### src/hw/abps_pkg.sv
// timing constants, cell-count and selector state encodings for the adapter/battery path sequencer
// assumes a 250 MHz time-base clock
package abps_pkg;
    // ************************************************************
    // time base
    // ************************************************************
    localparam int CLK_MHZ = 250; // time-base clock in MHz
    localparam int VALID_DELAY_MS = 500; // adapter valid to flag release
    localparam int CHANGE_DELAY_MS = 700; // detection to changeover start
    localparam int OC_CHECK_MS = 10; // overcurrent check after the delay
    localparam int DEAD_TIME_US = 10; // both switches off
    localparam int VALID_DELAY_CYC = VALID_DELAY_MS * 1000 * CLK_MHZ;
    localparam int CHANGE_DELAY_CYC = CHANGE_DELAY_MS * 1000 * CLK_MHZ;
    localparam int OC_CHECK_CYC = OC_CHECK_MS * 1000 * CLK_MHZ;
    localparam int DEAD_TIME_CYC = DEAD_TIME_US * CLK_MHZ;
    localparam int CNT_W = 28; // wide enough for 710 ms at 250 MHz
    // ************************************************************
    // cell selection pin levels and counts
    // ************************************************************
    localparam logic [1:0] CELL_PIN_GND = 2'h0; // tied to analog ground
    localparam logic [1:0] CELL_PIN_FLOAT = 2'h1; // left floating
    localparam logic [1:0] CELL_PIN_REF = 2'h2; // tied to reference
    localparam logic [2:0] CELLS_2 = 3'h2;
    localparam logic [2:0] CELLS_3 = 3'h3;
    localparam logic [2:0] CELLS_4 = 3'h4;
    localparam logic [2:0] CELLS_RESET = 3'h2; // reset value of the count
    // ************************************************************
    // selector states
    // ************************************************************
    typedef enum logic [1:0]
    {
        ABPS_ON_BATTERY = 2'b00,
        ABPS_DEAD_TO_ADAPTER = 2'b01,
        ABPS_ON_ADAPTER = 2'b10,
        ABPS_DEAD_TO_BATTERY = 2'b11
    } abps_sel_e;
endpackage

### src/hw/abps_sequencer.sv
// adapter qualification, battery/adapter selector with break-before-make, charge gating
// assumes analog comparators present digital levels from outside this clock domain
`timescale 1ns/1ps
module abps_sequencer
(
    // clock and reset
    input wire logic clock_i,
    input wire logic reset_i,
    // analog comparator qualifiers
    input wire logic supply_above_5v_i,
    input wire logic supply_above_undervoltage_lockout_i,
    input wire logic sense_above_0v6_i,
    input wire logic sense_above_2v4_i,
    input wire logic supply_above_battery_i,
    input wire logic adapter_above_battery_i,
    input wire logic adapter_overvoltage_i,
    input wire logic regulators_good_i,
    input wire logic thermal_shutdown_i,
    input wire logic temperature_in_window_i,
    input wire logic ratio_reference_above_2v4_i,
    input wire logic battery_below_2v9_cell_i,
    // host pins
    input wire logic charge_enable_n_i,
    input wire logic calibration_mode_i,
    input wire logic [1:0] cell_select_i,
    // switch drives and status
    output logic adapter_switch_gate_o,
    output logic battery_switch_gate_o,
    output logic adapter_valid_flag_o,
    output logic adapter_valid_flag_oe_n_o,
    output logic full_bias_o,
    output logic current_monitor_enable_o,
    output logic charge_enable_o,
    output logic [2:0] cell_count_o
);
    // ************************************************************
    // input synchronisers
    // ************************************************************
    // every comparator and host level is asynchronous to the time base, so each
    // one passes two flops before any decode reads it; the two cycles of latency
    // are nothing against the millisecond delays that follow
    localparam int NSYNC = 14; // one lane per single-bit qualifier
    logic [NSYNC-1:0] sync_a; // first stage, read only by sync_b
    logic [NSYNC-1:0] sync_b; // second stage, safe to use
    logic [1:0] cell_a; // first stage of the cell-count selection
    logic [1:0] cell_b; // second stage, feeds the cell decode
    // lane order, most significant first, matches the named taps below
    wire logic [NSYNC-1:0] raw_in = {supply_above_5v_i, supply_above_undervoltage_lockout_i, sense_above_0v6_i,
        sense_above_2v4_i, supply_above_battery_i, adapter_above_battery_i, adapter_overvoltage_i,
        regulators_good_i, thermal_shutdown_i, temperature_in_window_i, ratio_reference_above_2v4_i,
        battery_below_2v9_cell_i, charge_enable_n_i, calibration_mode_i};

    // two flops on every pin-side level
    // the cell pins reset to float, so the count starts at the two-cell default
    always_ff @(posedge clock_i or posedge reset_i)
    begin
        if (reset_i)
        begin
            sync_a <= '0;
            sync_b <= '0;
            cell_a <= abps_pkg::CELL_PIN_FLOAT;
            cell_b <= abps_pkg::CELL_PIN_FLOAT;
        end
        else
        begin
            sync_a <= raw_in;
            sync_b <= sync_a;
            cell_a <= cell_select_i;
            cell_b <= cell_a;
        end
    end

    // named synchronised qualifiers
    // the charge enable lane stays active low, as sampled
    wire logic s_sup5 = sync_b[13];
    wire logic s_undervoltage_lockout = sync_b[12];
    wire logic s_s06 = sync_b[11];
    wire logic s_s24 = sync_b[10];
    wire logic s_sup_bat = sync_b[9];
    wire logic s_ad_bat = sync_b[8];
    wire logic s_ov = sync_b[7];
    wire logic s_reg = sync_b[6];
    wire logic s_tsd = sync_b[5];
    wire logic s_tmp = sync_b[4];
    wire logic s_ref = sync_b[3];
    wire logic s_low_cell = sync_b[2];
    wire logic s_chg_n = sync_b[1];
    wire logic s_cal = sync_b[0];

    // ************************************************************
    // qualification and delays
    // ************************************************************
    // full bias only with supply valid and sense above the first level
    wire logic bias_on = s_sup5 && s_s06;
    // adapter counts as valid above the second level, only with full bias
    wire logic adapter_present = bias_on && s_s24;
    logic [abps_pkg::CNT_W-1:0] det_cnt; // time since adapter detection
    // delay end points as counter values, cut to the counter width on purpose
    localparam logic [abps_pkg::CNT_W-1:0] VALID_CNT = abps_pkg::CNT_W'(abps_pkg::VALID_DELAY_CYC);
    localparam logic [abps_pkg::CNT_W-1:0] CHANGE_CNT = abps_pkg::CNT_W'(abps_pkg::CHANGE_DELAY_CYC);
    localparam logic [abps_pkg::CNT_W-1:0] CHARGE_CNT =
        abps_pkg::CNT_W'(abps_pkg::CHANGE_DELAY_CYC + abps_pkg::OC_CHECK_CYC);
    wire logic valid_done = det_cnt >= VALID_CNT;
    wire logic change_done = det_cnt >= CHANGE_CNT;
    wire logic charge_delay_done = det_cnt >= CHARGE_CNT;

    // detection timer saturates once the charge delay is reached; restarts on loss
    // one timer serves flag release, changeover and charge, so the three stay
    // ordered against one another whatever noise the sense input carries
    // saturation keeps the counter from wrapping back under the delay marks
    always_ff @(posedge clock_i or posedge reset_i)
    begin
        if (reset_i)
        begin
            det_cnt <= '0;
        end
        else if (!adapter_present)
        begin
            det_cnt <= '0;
        end
        else if (!charge_delay_done)
        begin
            det_cnt <= det_cnt + 1'b1;
        end
    end

    // ************************************************************
    // calibration (learn) latch
    // ************************************************************
    // exit on low cell voltage holds until the host drops the mode pin, so the
    // selector does not flip back to battery while the pin stays high
    logic cal_exited;
    wire logic cal_active = s_cal && !cal_exited;
    // the pin itself still blocks charging, see the charge gate below

    // remembers the automatic exit
    always_ff @(posedge clock_i or posedge reset_i)
    begin
        if (reset_i)
        begin
            cal_exited <= 1'b0;
        end
        else if (!s_cal)
        begin
            cal_exited <= 1'b0;
        end
        else if (s_low_cell)
        begin
            cal_exited <= 1'b1;
        end
    end

    // ************************************************************
    // system power selector
    // ************************************************************
    abps_pkg::abps_sel_e sel;
    abps_pkg::abps_sel_e next_sel;
    logic [abps_pkg::CNT_W-1:0] dead_cnt; // dead time counter
    localparam logic [abps_pkg::CNT_W-1:0] DEAD_CNT = abps_pkg::CNT_W'(abps_pkg::DEAD_TIME_CYC);
    wire logic dead_done = dead_cnt >= DEAD_CNT - 1'b1;
    // go to adapter after the delay with margin, and never while calibration is active
    wire logic want_adapter = adapter_present && change_done && s_sup_bat && !cal_active;
    // leave adapter on removal only when margin is gone; calibration leaves at once
    wire logic want_battery = (!adapter_present && !s_sup_bat) || cal_active;

    // the dead-to-battery state leaves only through the counter, dead-to-adapter also on abort; they are the one road between
    // the two conducting states, so no path can close both switches at once
    // next-state decode
    always_comb
    begin
        next_sel = sel;
        case (sel)
            abps_pkg::ABPS_ON_BATTERY:
            begin
                if (want_adapter)
                begin
                    next_sel = abps_pkg::ABPS_DEAD_TO_ADAPTER;
                end
            end
            abps_pkg::ABPS_DEAD_TO_ADAPTER:
            begin
                if (!want_adapter)
                begin
                    next_sel = abps_pkg::ABPS_ON_BATTERY; // abort, back to battery
                end
                else if (dead_done)
                begin
                    next_sel = abps_pkg::ABPS_ON_ADAPTER;
                end
            end
            abps_pkg::ABPS_ON_ADAPTER:
            begin
                if (want_battery)
                begin
                    next_sel = abps_pkg::ABPS_DEAD_TO_BATTERY;
                end
            end
            abps_pkg::ABPS_DEAD_TO_BATTERY:
            begin
                if (dead_done)
                begin
                    next_sel = abps_pkg::ABPS_ON_BATTERY;
                end
            end
            // unused codes fall back to battery, the power-up selection
            default:
            begin
                next_sel = abps_pkg::ABPS_ON_BATTERY;
            end
        endcase
    end

    // dead states hold both gates off and run the dead-time counter
    wire logic in_dead = (sel == abps_pkg::ABPS_DEAD_TO_ADAPTER) || (sel == abps_pkg::ABPS_DEAD_TO_BATTERY);

    // state and dead-time counter; battery is the power-up selection
    // dead_cnt restarts on entry to each dead state and on abort
    always_ff @(posedge clock_i or posedge reset_i)
    begin
        if (reset_i)
        begin
            sel <= abps_pkg::ABPS_ON_BATTERY;
            dead_cnt <= '0;
        end
        else
        begin
            sel <= next_sel;
            dead_cnt <= (in_dead && next_sel == sel) ? dead_cnt + 1'b1 : '0;
        end
    end

    // ************************************************************
    // gate drives
    // ************************************************************
    // both off without supply; dead states hold both off
    // decoded from next_sel so each registered gate moves at the edge of the state change
    // limitation: a supply dip drops the battery gate too, and the system rides on
    // its hold-up capacitance until the supply returns
    wire logic next_ac_gate = s_sup5 && (next_sel == abps_pkg::ABPS_ON_ADAPTER) && valid_done;
    wire logic next_bat_gate = s_sup5 && (next_sel == abps_pkg::ABPS_ON_BATTERY);

    // ************************************************************
    // charge gating and status
    // ************************************************************
    // every term is a synchronised level or the delay compare, which falls only with adapter_present, so charge drops three edges after any one fails
    wire logic next_charge = !s_chg_n && s_undervoltage_lockout && adapter_present && s_ad_bat
        && !s_ov && charge_delay_done && s_reg && !s_tsd && s_tmp && s_ref && !s_cal;
    // flag released (enable high) after the valid delay; low drive otherwise
    wire logic next_flag_release = adapter_present && valid_done;
    // the unused code three is read as float and gives two cells
    logic [2:0] next_cells;
    assign next_cells = (cell_b == abps_pkg::CELL_PIN_GND) ? abps_pkg::CELLS_3 :
        (cell_b == abps_pkg::CELL_PIN_REF) ? abps_pkg::CELLS_4 : abps_pkg::CELLS_2;

    // registered outputs
    // every output is a flop so the pins never see decode glitches
    always_ff @(posedge clock_i or posedge reset_i)
    begin
        if (reset_i)
        begin
            // in reset both gates are off and the flag is pulled low
            adapter_switch_gate_o <= 1'b0;
            battery_switch_gate_o <= 1'b0;
            adapter_valid_flag_o <= 1'b0;
            adapter_valid_flag_oe_n_o <= 1'b0;
            full_bias_o <= 1'b0;
            current_monitor_enable_o <= 1'b0;
            charge_enable_o <= 1'b0;
            cell_count_o <= abps_pkg::CELLS_RESET;
        end
        else
        begin
            adapter_switch_gate_o <= next_ac_gate;
            battery_switch_gate_o <= next_bat_gate;
            adapter_valid_flag_o <= 1'b0; // open drain only ever pulls low
            adapter_valid_flag_oe_n_o <= next_flag_release;
            full_bias_o <= bias_on;
            current_monitor_enable_o <= bias_on;
            charge_enable_o <= next_charge;
            cell_count_o <= next_cells;
        end
    end
endmodule

### config.mk
export PLATFORM = sky130hd
export DESIGN_NAME = abps_sequencer
export DESIGN_NICKNAME = d
export VERILOG_FILES = /design/src/hw/abps_pkg.sv /design/src/hw/abps_sequencer.sv
export SDC_FILE = /design/constraint.sdc
export NUM_CORES = 1
export LEC_CHECK = 0
export BUFFER_PORTS_ARGS = -buffer_cell sky130_fd_sc_hd__buf_2
export CORE_AREA = 2 2 93 117
export CTS_BUF_LIST = sky130_fd_sc_hd__clkbuf_4
export CTS_CLUSTER_SIZE = 12
export DETAILED_ROUTE_END_ITERATION = 6
export DIE_AREA = 0 0 95 119
export PLACE_DENSITY = 0.58
export SETUP_SLACK_MARGIN = 0.05
export SLEW_MARGIN = 20
export SYNTH_ARGS = -nofsm -noshare
export SYNTH_HDL_FRONTEND = slang
export SYNTH_SLANG_ARGS = --single-unit
### constraint.sdc
create_clock -name clock_i -period 10.95 [get_ports clock_i]
set_clock_uncertainty 0.2 [all_clocks]
set_input_delay 2.19 -clock clock_i [delete_from_list [all_inputs] [get_ports clock_i]]
set_output_delay 2.19 -clock clock_i [all_outputs]
set_load 0.005 [all_outputs]
==> results of run 1 <==
final timing paths:
| path | start | slack, ns | endpoint | depth (start not counted) |
|---|---|---|---|---|
| max | cell_count_o[1] | 7.49 | cell_count_o[1] | 1 |
| min | sync_a[3] | 0.17 | sync_b[3] | 0 |
| max reg2reg | det_cnt[15] | 8.07 | det_cnt[13] | 6 |
| min reg2reg | sync_a[3] | 0.17 | sync_b[3] | 0 |
| max in group asynchronous | reset_i | 7.89 | det_cnt[0] | 3 |
| min in group asynchronous | reset_i | 1.57 | sync_a[13] | 2 |
where the power goes:
group	leakage (nW)	internal (mW)	switching [mW]
Sequential	1.26	0.376	0.00327
Combinational	0.550	0.00470	0.0117
Clock	0.0874	0.0944	0.120
Total	1.90	0.475	0.135
per-stage QoR:
step / cell area, µm² / hold WS (ns) / utilization / instances
4_1_cts: 4450 / 0.167 / 0.430 / 528
3_3_place_gp: 4280 / 0.132 / 0.414 / 513
6_report: 4460 / 0.166 / 0.430 / 529
3_5_place_dp: 4280 / 0.135 / 0.414 / 513
2_1_floorplan: 4050 / 0.131 / - / 365
5_1_grt: 4460 / 0.171 / 0.430 / 529
cells in the mapped netlist, types with 2 or more instances:
master / instances
dfrtp_1: 96
nor2_1: 41
nand2_1: 19
xor2_1: 18
nand3_1: 17
o21ai_0: 17
a21oi_1: 15
and3_1: 10
inv_1: 10
nand4_1: 10
o211ai_1: 8
nor3_1: 7
nor4_1: 6
or3_1: 6
xnor2_1: 6
clkbuf_1: 4
o31ai_1: 4
or4_1: 4
buf_2: 3
dfstp_2: 3
ha_1: 3
nor2b_1: 3
o21a_1: 3
or2_2: 3
a31o_2: 2
and2_1: 2
buf_4: 2
buf_6: 2
nand2b_1: 2
o2111ai_1: 2
flip-flops by register name (all words and copies together), names as in the netlist:
register / cells
battery_switch_gate_o: 1
cell_a: 2
charge_enable_o: 1
sync_a: 14
current_monitor_enable_o: 1
cell_count_o: 3
cal_exited: 1
det_cnt: 28
dead_cnt: 28
adapter_switch_gate_o: 1
cell_b: 2
adapter_valid_flag_oe_n_o: 1
sel: 2
sync_b: 14
area by class of cell:
type | count | area [µm²] | share of cell area
tap | 132 | 165 | 0.0371
sequential | 99 | 2480 | 0.557
antenna | 1 | 2.50 | 0.000562
clock buffer | 9 | 67.6 | 0.0152
clock inverter | 6 | 95.1 | 0.0213
inverter | 10 | 40.0 | 0.00899
timing repair buffer | 27 | 138 | 0.0309
multi-input combinational | 245 | 1470 | 0.329
per-layer routing:
layer  wire (µm)  share of wire  track usage
met1        3150           0.44        0.174
met2        3590           0.50        0.227
met3         238          0.033       0.0342
met4         136          0.019       0.0707
met5           0              0            0
cell families (layout without fill, tap and decap cells):
| family | count (synthesis) | count (layout) | share of synthesized area |
|---|---|---|---|
| other cells | 1 | 18 | 0.000941 |
| flops | 99 | 99 | 0.622 |
| fa+ha+maj | 3 | 3 | 0.00942 |
| simple gates | 137 | 137 | 0.179 |
| mux | 1 | 1 | 0.00251 |
| compound gates | 63 | 63 | 0.107 |
| buf+inv | 21 | 52 | 0.0264 |
| xor+xnor | 24 | 24 | 0.0527 |
==> metrics.txt, run 1 <==
min cycle time layout 3.46 ns; Post-CTS Setup Bufs 0; vias per inst 5.13; #FFs+latches synth 99; status finished clean; final worst path period share 0.316; worst-path maximum fanout 1; Hold Buf Count CTS 0; total power 610 µW; GRT Resource Usage Total 0.141; vias in the first global route 2,763; layout cells sized above 1 0.144; initial core utilization 0.385; pre-CTS setup slack 7.32 ns; fill cell count 963; Die Y-Extent 119 µm; slowest stage delay, CP 0.54 ns; final hold vios 0; DRT antenna net count 0; synth unique cells 51; top-area cell type share of the netlist area 0.603; boundary pin count 28; CTS root buf clkbuf_4; Peak VDD IR 0.0000909 V; post-route DRC violation count 0; post-synthesis sequential area ratio 0.622; Slowest-stage cell, CP dfstp_2; synthesized area 3990 µm²; # setup viols final 0; clock buffer depth 2; CP Capture Type primary output; GP Congestion 0.802; fmax 289 MHz; area of the die 11,300 µm²; post-DR wirelength/cell 13.4 µm; async set-reset flop share out of synthesis 1.00; Clock Sinks 99; CTS tree yes; Core ar. 10,400 µm²; DP Wirelength 4800 µm; dominant synthesized flop cell dfrtp_1; Nets 413; max_slew headroom 0.377; num rows 42; Lkg Pwr 1.90 nW; most frequent cells in the layout dfrtp_1, nor2_1, buf_2, nand2_1, xor2_1; hold crit path type flop to flop; Post-synth EDFFs 0; Slew Limit Fails 0; unrepaired setup endpoints after global routing false; cts bufs inserted 9; Slew @ Worst Pin 0.932 ns; leading area contributor after synthesis dfrtp_1; commonest non-fill, non-tap cell in the layout dfrtp_1; final WL 7110 µm; CP required 8.56 ns; H-tree Lvls 3; pin count of the biggest net entering global routing 61; DR iter-0 viols 94; Setup CP Type flop to primary output; Area Overhead vs Synth 11.8%; first-pass GRT wire length 12,400 µm; Worst Path Buf+Inv 1; Syn Area/Cell 11.4 µm²; drt pass-1 iters 4; grt total ovfl 0; number of buffers added on ports 26; number of antenna violations at the first check in global routing 1; Skew-Pair Late Insertion Delay 0.43 ns; Synthesis Warnings 0; via count 2,714; Top Family by Delay on Critical Path flip-flops; die width 95 µm; CP Cell Sequence buf_2; CP startpoint kind flop; arrival time at the worst endpoint 1.07 ns; CTS clk-pin slew, worst paths 0.15 ns; Resized Gates After CTS 0; PD cells 137 nW/µm²; Post-Syn Instances 349; setup TNS 0 ns; Synth area leaders dfrtp_1, xor2_1, nor2_1; worst setup margin 7.49 ns; Max-Cap Viols 0
(Power assumes the default switching activity.)
==> run 2, diff against run 1 <==
- ABC_AREA: unset -> 1
- CORE_AREA: 2 2 93 117 -> 2 2 99 125
- DIE_AREA: 0 0 95 119 -> 0 0 101 127
- PLACE_DENSITY: 0.58 -> 0.57
- clock period: 10.95 -> 3.2 ns (I/O delays scaled with it)
==> metrics.txt, run 2 <==
register area 2480 µm²; post-synthesis xor/xnor area fraction 0.0481; hold crit path type input pin to asynchronous set/reset pin; setup TNS 0 ns; drt pass-1 iters 4; PD cells 400 nW/µm²; Slew Limit Fails 0; final hold vios 0; CP startpoint kind flop; Area Overhead vs Synth 9.81%; GRT Resource Usage Total 0.160; commonest non-fill, non-tap cell in the layout nand2_1; post-DR wirelength/cell 13.5 µm; adder-cell share of the synthesized area 0.00824; Skew-Pair Late Insertion Delay 0.44 ns; final worst path period share 0.711; post-layout util 0.432; # setup viols final 0; #FFs+latches synth 99; simple-gate portion of the synthesized area 0.271; top-area cell type share of the netlist area 0.528; Syn Area/Cell 8.91 µm²; vias per inst 4.84; Post-Syn Instances 511; async set-reset flop share out of synthesis 1.00; cts bufs inserted 9; Clock Sinks 99; max_slew headroom 0.514; Slew @ Worst Pin 0.728 ns; final cell count without fillers 700; Lkg Pwr 2.15 nW; Core ar. 11,600 µm²; Synth Area in Compound Gates 0.0574; Register-to-Register Path Depth 10; DP Wirelength 7180 µm; Post-synth top cells nand2_1, dfrtp_1, nor2_1, inv_1, nand3_1; H-tree Lvls 3; number of buffers added on ports 26; Slowest-stage cell, CP dfrtp_1; final WL 9450 µm; Worst Path Buf+Inv 2; worst-path maximum fanout 4; CTS clk-pin slew, worst paths 0.17 ns; most frequent cell after synthesis nand2_1; arrival time at the worst endpoint 2.44 ns; largest family of logic cells by synthesized area simple AND/OR/NAND/NOR gates; Die Y-Extent 127 µm; Post-CTS Setup Bufs 0; leading area contributor after synthesis dfrtp_1; Hold Buf Count CTS 0; grt total ovfl 0; status finished clean; most frequent cells in the layout nand2_1, dfrtp_1, nor2_1, inv_1, nand3_1; Top Family by Delay on Critical Path simple AND/OR/NAND/NOR gates; clock buffer depth 2; slowest stage delay, CP 0.42 ns; vias in the first global route 3,403; pin count of the biggest net entering global routing 42; synthesized area 4550 µm²; DRT antenna net count 0; first-pass GRT wire length 15,900 µm; Placed Cells 683; area of the die 12,800 µm²; RR Startpoint det_cnt[0]; Peak VDD IR 0.000310 V; number of antenna violations at the first check in global routing 1; Synthesis Warnings 0; CP Cell Sequence ha_1, nand2_1, nor2_2, inv_2, nor2_2, inv_2, nor3_1, or2_2, nand3_1, o21ai_0; fill cell count 1,176; r2r endpoint det_cnt[16]; die width 101 µm; biggest regs dead_cnt x28, det_cnt x28; CTS tree yes; fmax 439 MHz; reg-to-reg slack, setup 0.92 ns; CP Capture Type flop; num rows 44; Nets 577; unrepaired setup endpoints after global routing false; GP Congestion 0.925; CP required 3.37 ns; post-synthesis sequential area ratio 0.545; min cycle time layout 2.28 ns; boundary pin count 28; Multi-input gate area 1820 µm²; initial core utilization 0.394; Post-synth EDFFs 0; via count 3,391; Max-Cap Viols 0; dominant synthesized flop cell dfrtp_1; Synth area leaders dfrtp_1, nand2_1, nor2_1; mux contribution to synthesized area 0; synth unique cells 36; Setup CP Type flop to flop; Resized Gates After CTS 0; layout cells sized above 1 0.169; DR iter-0 viols 164; post-route DRC violation count 0; CTS root buf clkbuf_4; Crit. path cell count 10
==> run 2: cell count changes after synthesis, sizes merged, moves of 9 or more <==
| cell | previous run | this run |
|---|---|---|
| a21oi | 15 | 6 |
| and3 | 10 | 0 |
| inv | 10 | 57 |
| nand2 | 19 | 107 |
| nand3 | 17 | 30 |
| nor2 | 41 | 86 |
| nor3 | 7 | 26 |
| o211ai | 10 | 0 |
| o21ai | 18 | 36 |
==> run 2: worst register-to-register path: stages (launching register included) <==
cell     delay, ns
dfrtp_1       0.42
ha_1          0.22
nand2_1       0.10
nor2_2        0.16
inv_2         0.08
nor2_2        0.18
inv_2         0.09
nor3_1        0.33
or2_2         0.19
nand3_1       0.05
o21ai_0       0.19
==> run 2: where the power goes <==
part | internal, mW | switching (mW)
clock | 0.188 | 0.448
combinational | 0.0202 | 0.0445
sequential | 1.29 | 0.0103
==> run 2: worst max-delay path by stage <==
| stage | start | end |
|---|---|---|
| 2_1_floorplan | reset_i | adapter_switch_gate_o |
| 3_3_place_gp | sync_b[13] | det_cnt[25] |
| 3_5_place_dp | sync_b[13] | det_cnt[16] |
| 4_1_cts | sync_b[13] | det_cnt[16] |
| 5_1_grt | det_cnt[17] | det_cnt[16] |
| 6_report | det_cnt[0] | det_cnt[16] |
==> run 2: cell families (layout without fill, tap and decap cells) <==
family          Yosys count  in the layout
xor+xnor                 25             25
other cells               1             18
compound gates           44             44
flops                    99             99
buf+inv                  70            104
fa+ha+maj                 3              3
simple gates            269            269
==> run 2: per-stage QoR <==
step	setup slack [ns]	hold WS, ns	power, mW	instance area (µm²)
2_1_floorplan	1.19	0.131	1.36	4620
6_report	0.924	0.0877	2.00	5000
5_1_grt	0.733	0.0386	2.09	5000
4_1_cts	0.894	0.0487	2.03	5000
3_3_place_gp	0.935	0.132	1.39	4860
3_5_place_dp	0.919	0.135	1.39	4860
==> run 2: layer usage <==
metal | track usage | part of all wire
met5 | 0 | 0
met4 | 0.0684 | 0.026
met3 | 0.0279 | 0.023
met2 | 0.281 | 0.52
met1 | 0.191 | 0.44
==> run 2: area by class of cell <==
cell class,instances,share of cell area
antenna,1,0.000501
clock buffer,10,0.0150
clock inverter,6,0.0115
inverter,58,0.0445
multi-input combinational,358,0.363
sequential,99,0.496
tap,138,0.0345
timing repair buffer,30,0.0345
==> run 3, diff against run 2 <==
- ABC_AREA: 1 -> 0
- CORE_AREA: 2 2 99 125 -> 2 2 93 117
- DIE_AREA: 0 0 101 127 -> 0 0 95 119
- PLACE_DENSITY: 0.57 -> 0.58
- clock period: 3.2 -> 2.1 ns (I/O delays scaled with it)
==> metrics.txt, run 3 (synthesis gave the netlist of run 1 again) <==
status complete, but fails checks; violated checks negative setup slack; Max-Cap Viols 0; Skew-Pair Late Insertion Delay 0.45 ns; fill cell count 919; PD cells 563 nW/µm²; area of the die 11,300 µm²; vias in the first global route 3,042; Peak VDD IR 0.000378 V; ant diodes 0; DRT antenna net count 0; total power 3.04 mW; commonest non-fill, non-tap cell in the layout dfrtp_1; CTS clk-pin slew, worst paths 0.17 ns; vias per inst 4.88; RR Startpoint det_cnt[19]; min cycle time layout 2.20 ns; CP startpoint kind flop; most frequent cells in the layout dfrtp_1, buf_4, nor2_1, buf_2, nand2_1; final hold slack 0.165 ns; GRT Resource Usage Total 0.157; worst setup margin -0.0958 ns; biggest regs dead_cnt x28, det_cnt x28; GP Congestion 0.816; number of buffers added on ports 26; CTS tree yes; cts bufs inserted 9; first-pass GRT wire length 13,800 µm; Setup CP Type flop to flop; DP Wirelength 5520 µm; Nets 500; num rows 42; setup TNS -0.716 ns; DR iter-0 viols 210; Placed Cells 569; CP Launch Point det_cnt[19]; post-DR wirelength/cell 13.3 µm; hold crit path type flop to flop; H-tree Lvls 3; Lkg Pwr 2.35 nW; pre-CTS setup slack -0.225 ns; clock buffer depth 2; via count 3,004; final WL 8220 µm; worst-path maximum fanout 12; arrival time at the worst endpoint 2.39 ns; fmax 455 MHz; boundary pin count 28; die width 95 µm; drt pass-1 iters 4; post-route DRC violation count 0; pin count of the biggest net entering global routing 58; unrepaired setup endpoints after global routing true; # setup viols final 19; layout cells sized above 1 0.329; CP Capture Type flop; number of antenna violations at the first check in global routing 0; Core ar. 10,400 µm²; CP required 2.29 ns; final worst path period share 1.05; final hold vios 0; CTS root buf clkbuf_4; Clock Sinks 99; Die Y-Extent 119 µm; grt total ovfl 0; final cell count without fillers 616; Hold Crit Start sync_a[2]; Slew Limit Fails 0; initial core utilization 0.385; Area Overhead vs Synth 35.3%
==> run 3: changes by cell type in the layout (fill, tap and decap cells not counted), sizes merged, moves of 10 or more <==
cell         change
o211ai          +10
nand3           -13
buf             +67
nand2           -88
nor2            -45
nor3            -19
o21ai           -18
inv             -48
and3            +10
dlygate4sd3     +17
==> run 3: routing by layer <==
layer  wire [µm]  track usage
met2        4200        0.260
met5           0            0
met1        3610        0.194
met3         172       0.0304
met4         238       0.0788
==> run 3: timing repair <==
item | CTS | global route
endpoints found under the setup margin | 35 | 44
cloned | 1 | 0
pin swaps | 24 | 13
hold buffers | 17 | 0
endpoints found under the hold margin | 112 | 0
gates resized for setup | 37 | 25
setup buffers | 10 | 4
==> run 3: area by class of cell <==
cell class,count,area (µm²),area share
repair buffers,114,911,0.169
clock buffers,9,67.6,0.0125
inverters,10,41.3,0.00765
clock inverters,7,63.8,0.0118
multi-input cells,245,1660,0.308
flip-flops and latches,99,2480,0.460
well taps,132,165,0.0306
==> run 3: through the flow <==
stage | utilization | instance area (µm²)
6_report | 0.521 | 5390
5_1_grt | 0.521 | 5390
4_1_cts | 0.509 | 5270
3_5_place_dp | 0.457 | 4730
3_3_place_gp | 0.457 | 4730
2_1_floorplan | - | 4050
==> run 3: critical path, stage by stage (launching register included) <==
cell and delay [ns]:
dfrtp_2 0.45, nor4_4 0.32, a21oi_2 0.11, a31oi_4 0.20, o211ai_2 0.12, buf_6 0.15
or4_1 0.47, a21oi_1 0.13
==> run 3: worst paths after layout <==
path                               endpoint  slack [ns]  cells after the start
worst min register to register    sync_b[2]        0.16                      0
worst max register to register  det_cnt[15]        -0.1                      7
worst max-delay path            det_cnt[15]        -0.1                      7
max in group asynchronous       det_cnt[19]        0.92                      4
worst min-delay path              sync_b[2]        0.16                      0
min in group asynchronous         sync_a[0]        0.24                      3
==> run 3: power breakdown <==
group          internal (mW)  total [mW]  switching (mW)  leakage (nW)
Combinational         0.0549       0.122          0.0671          1.03
Clock                  0.264       0.935           0.671        0.0649
Sequential              1.96        1.98          0.0170          1.26
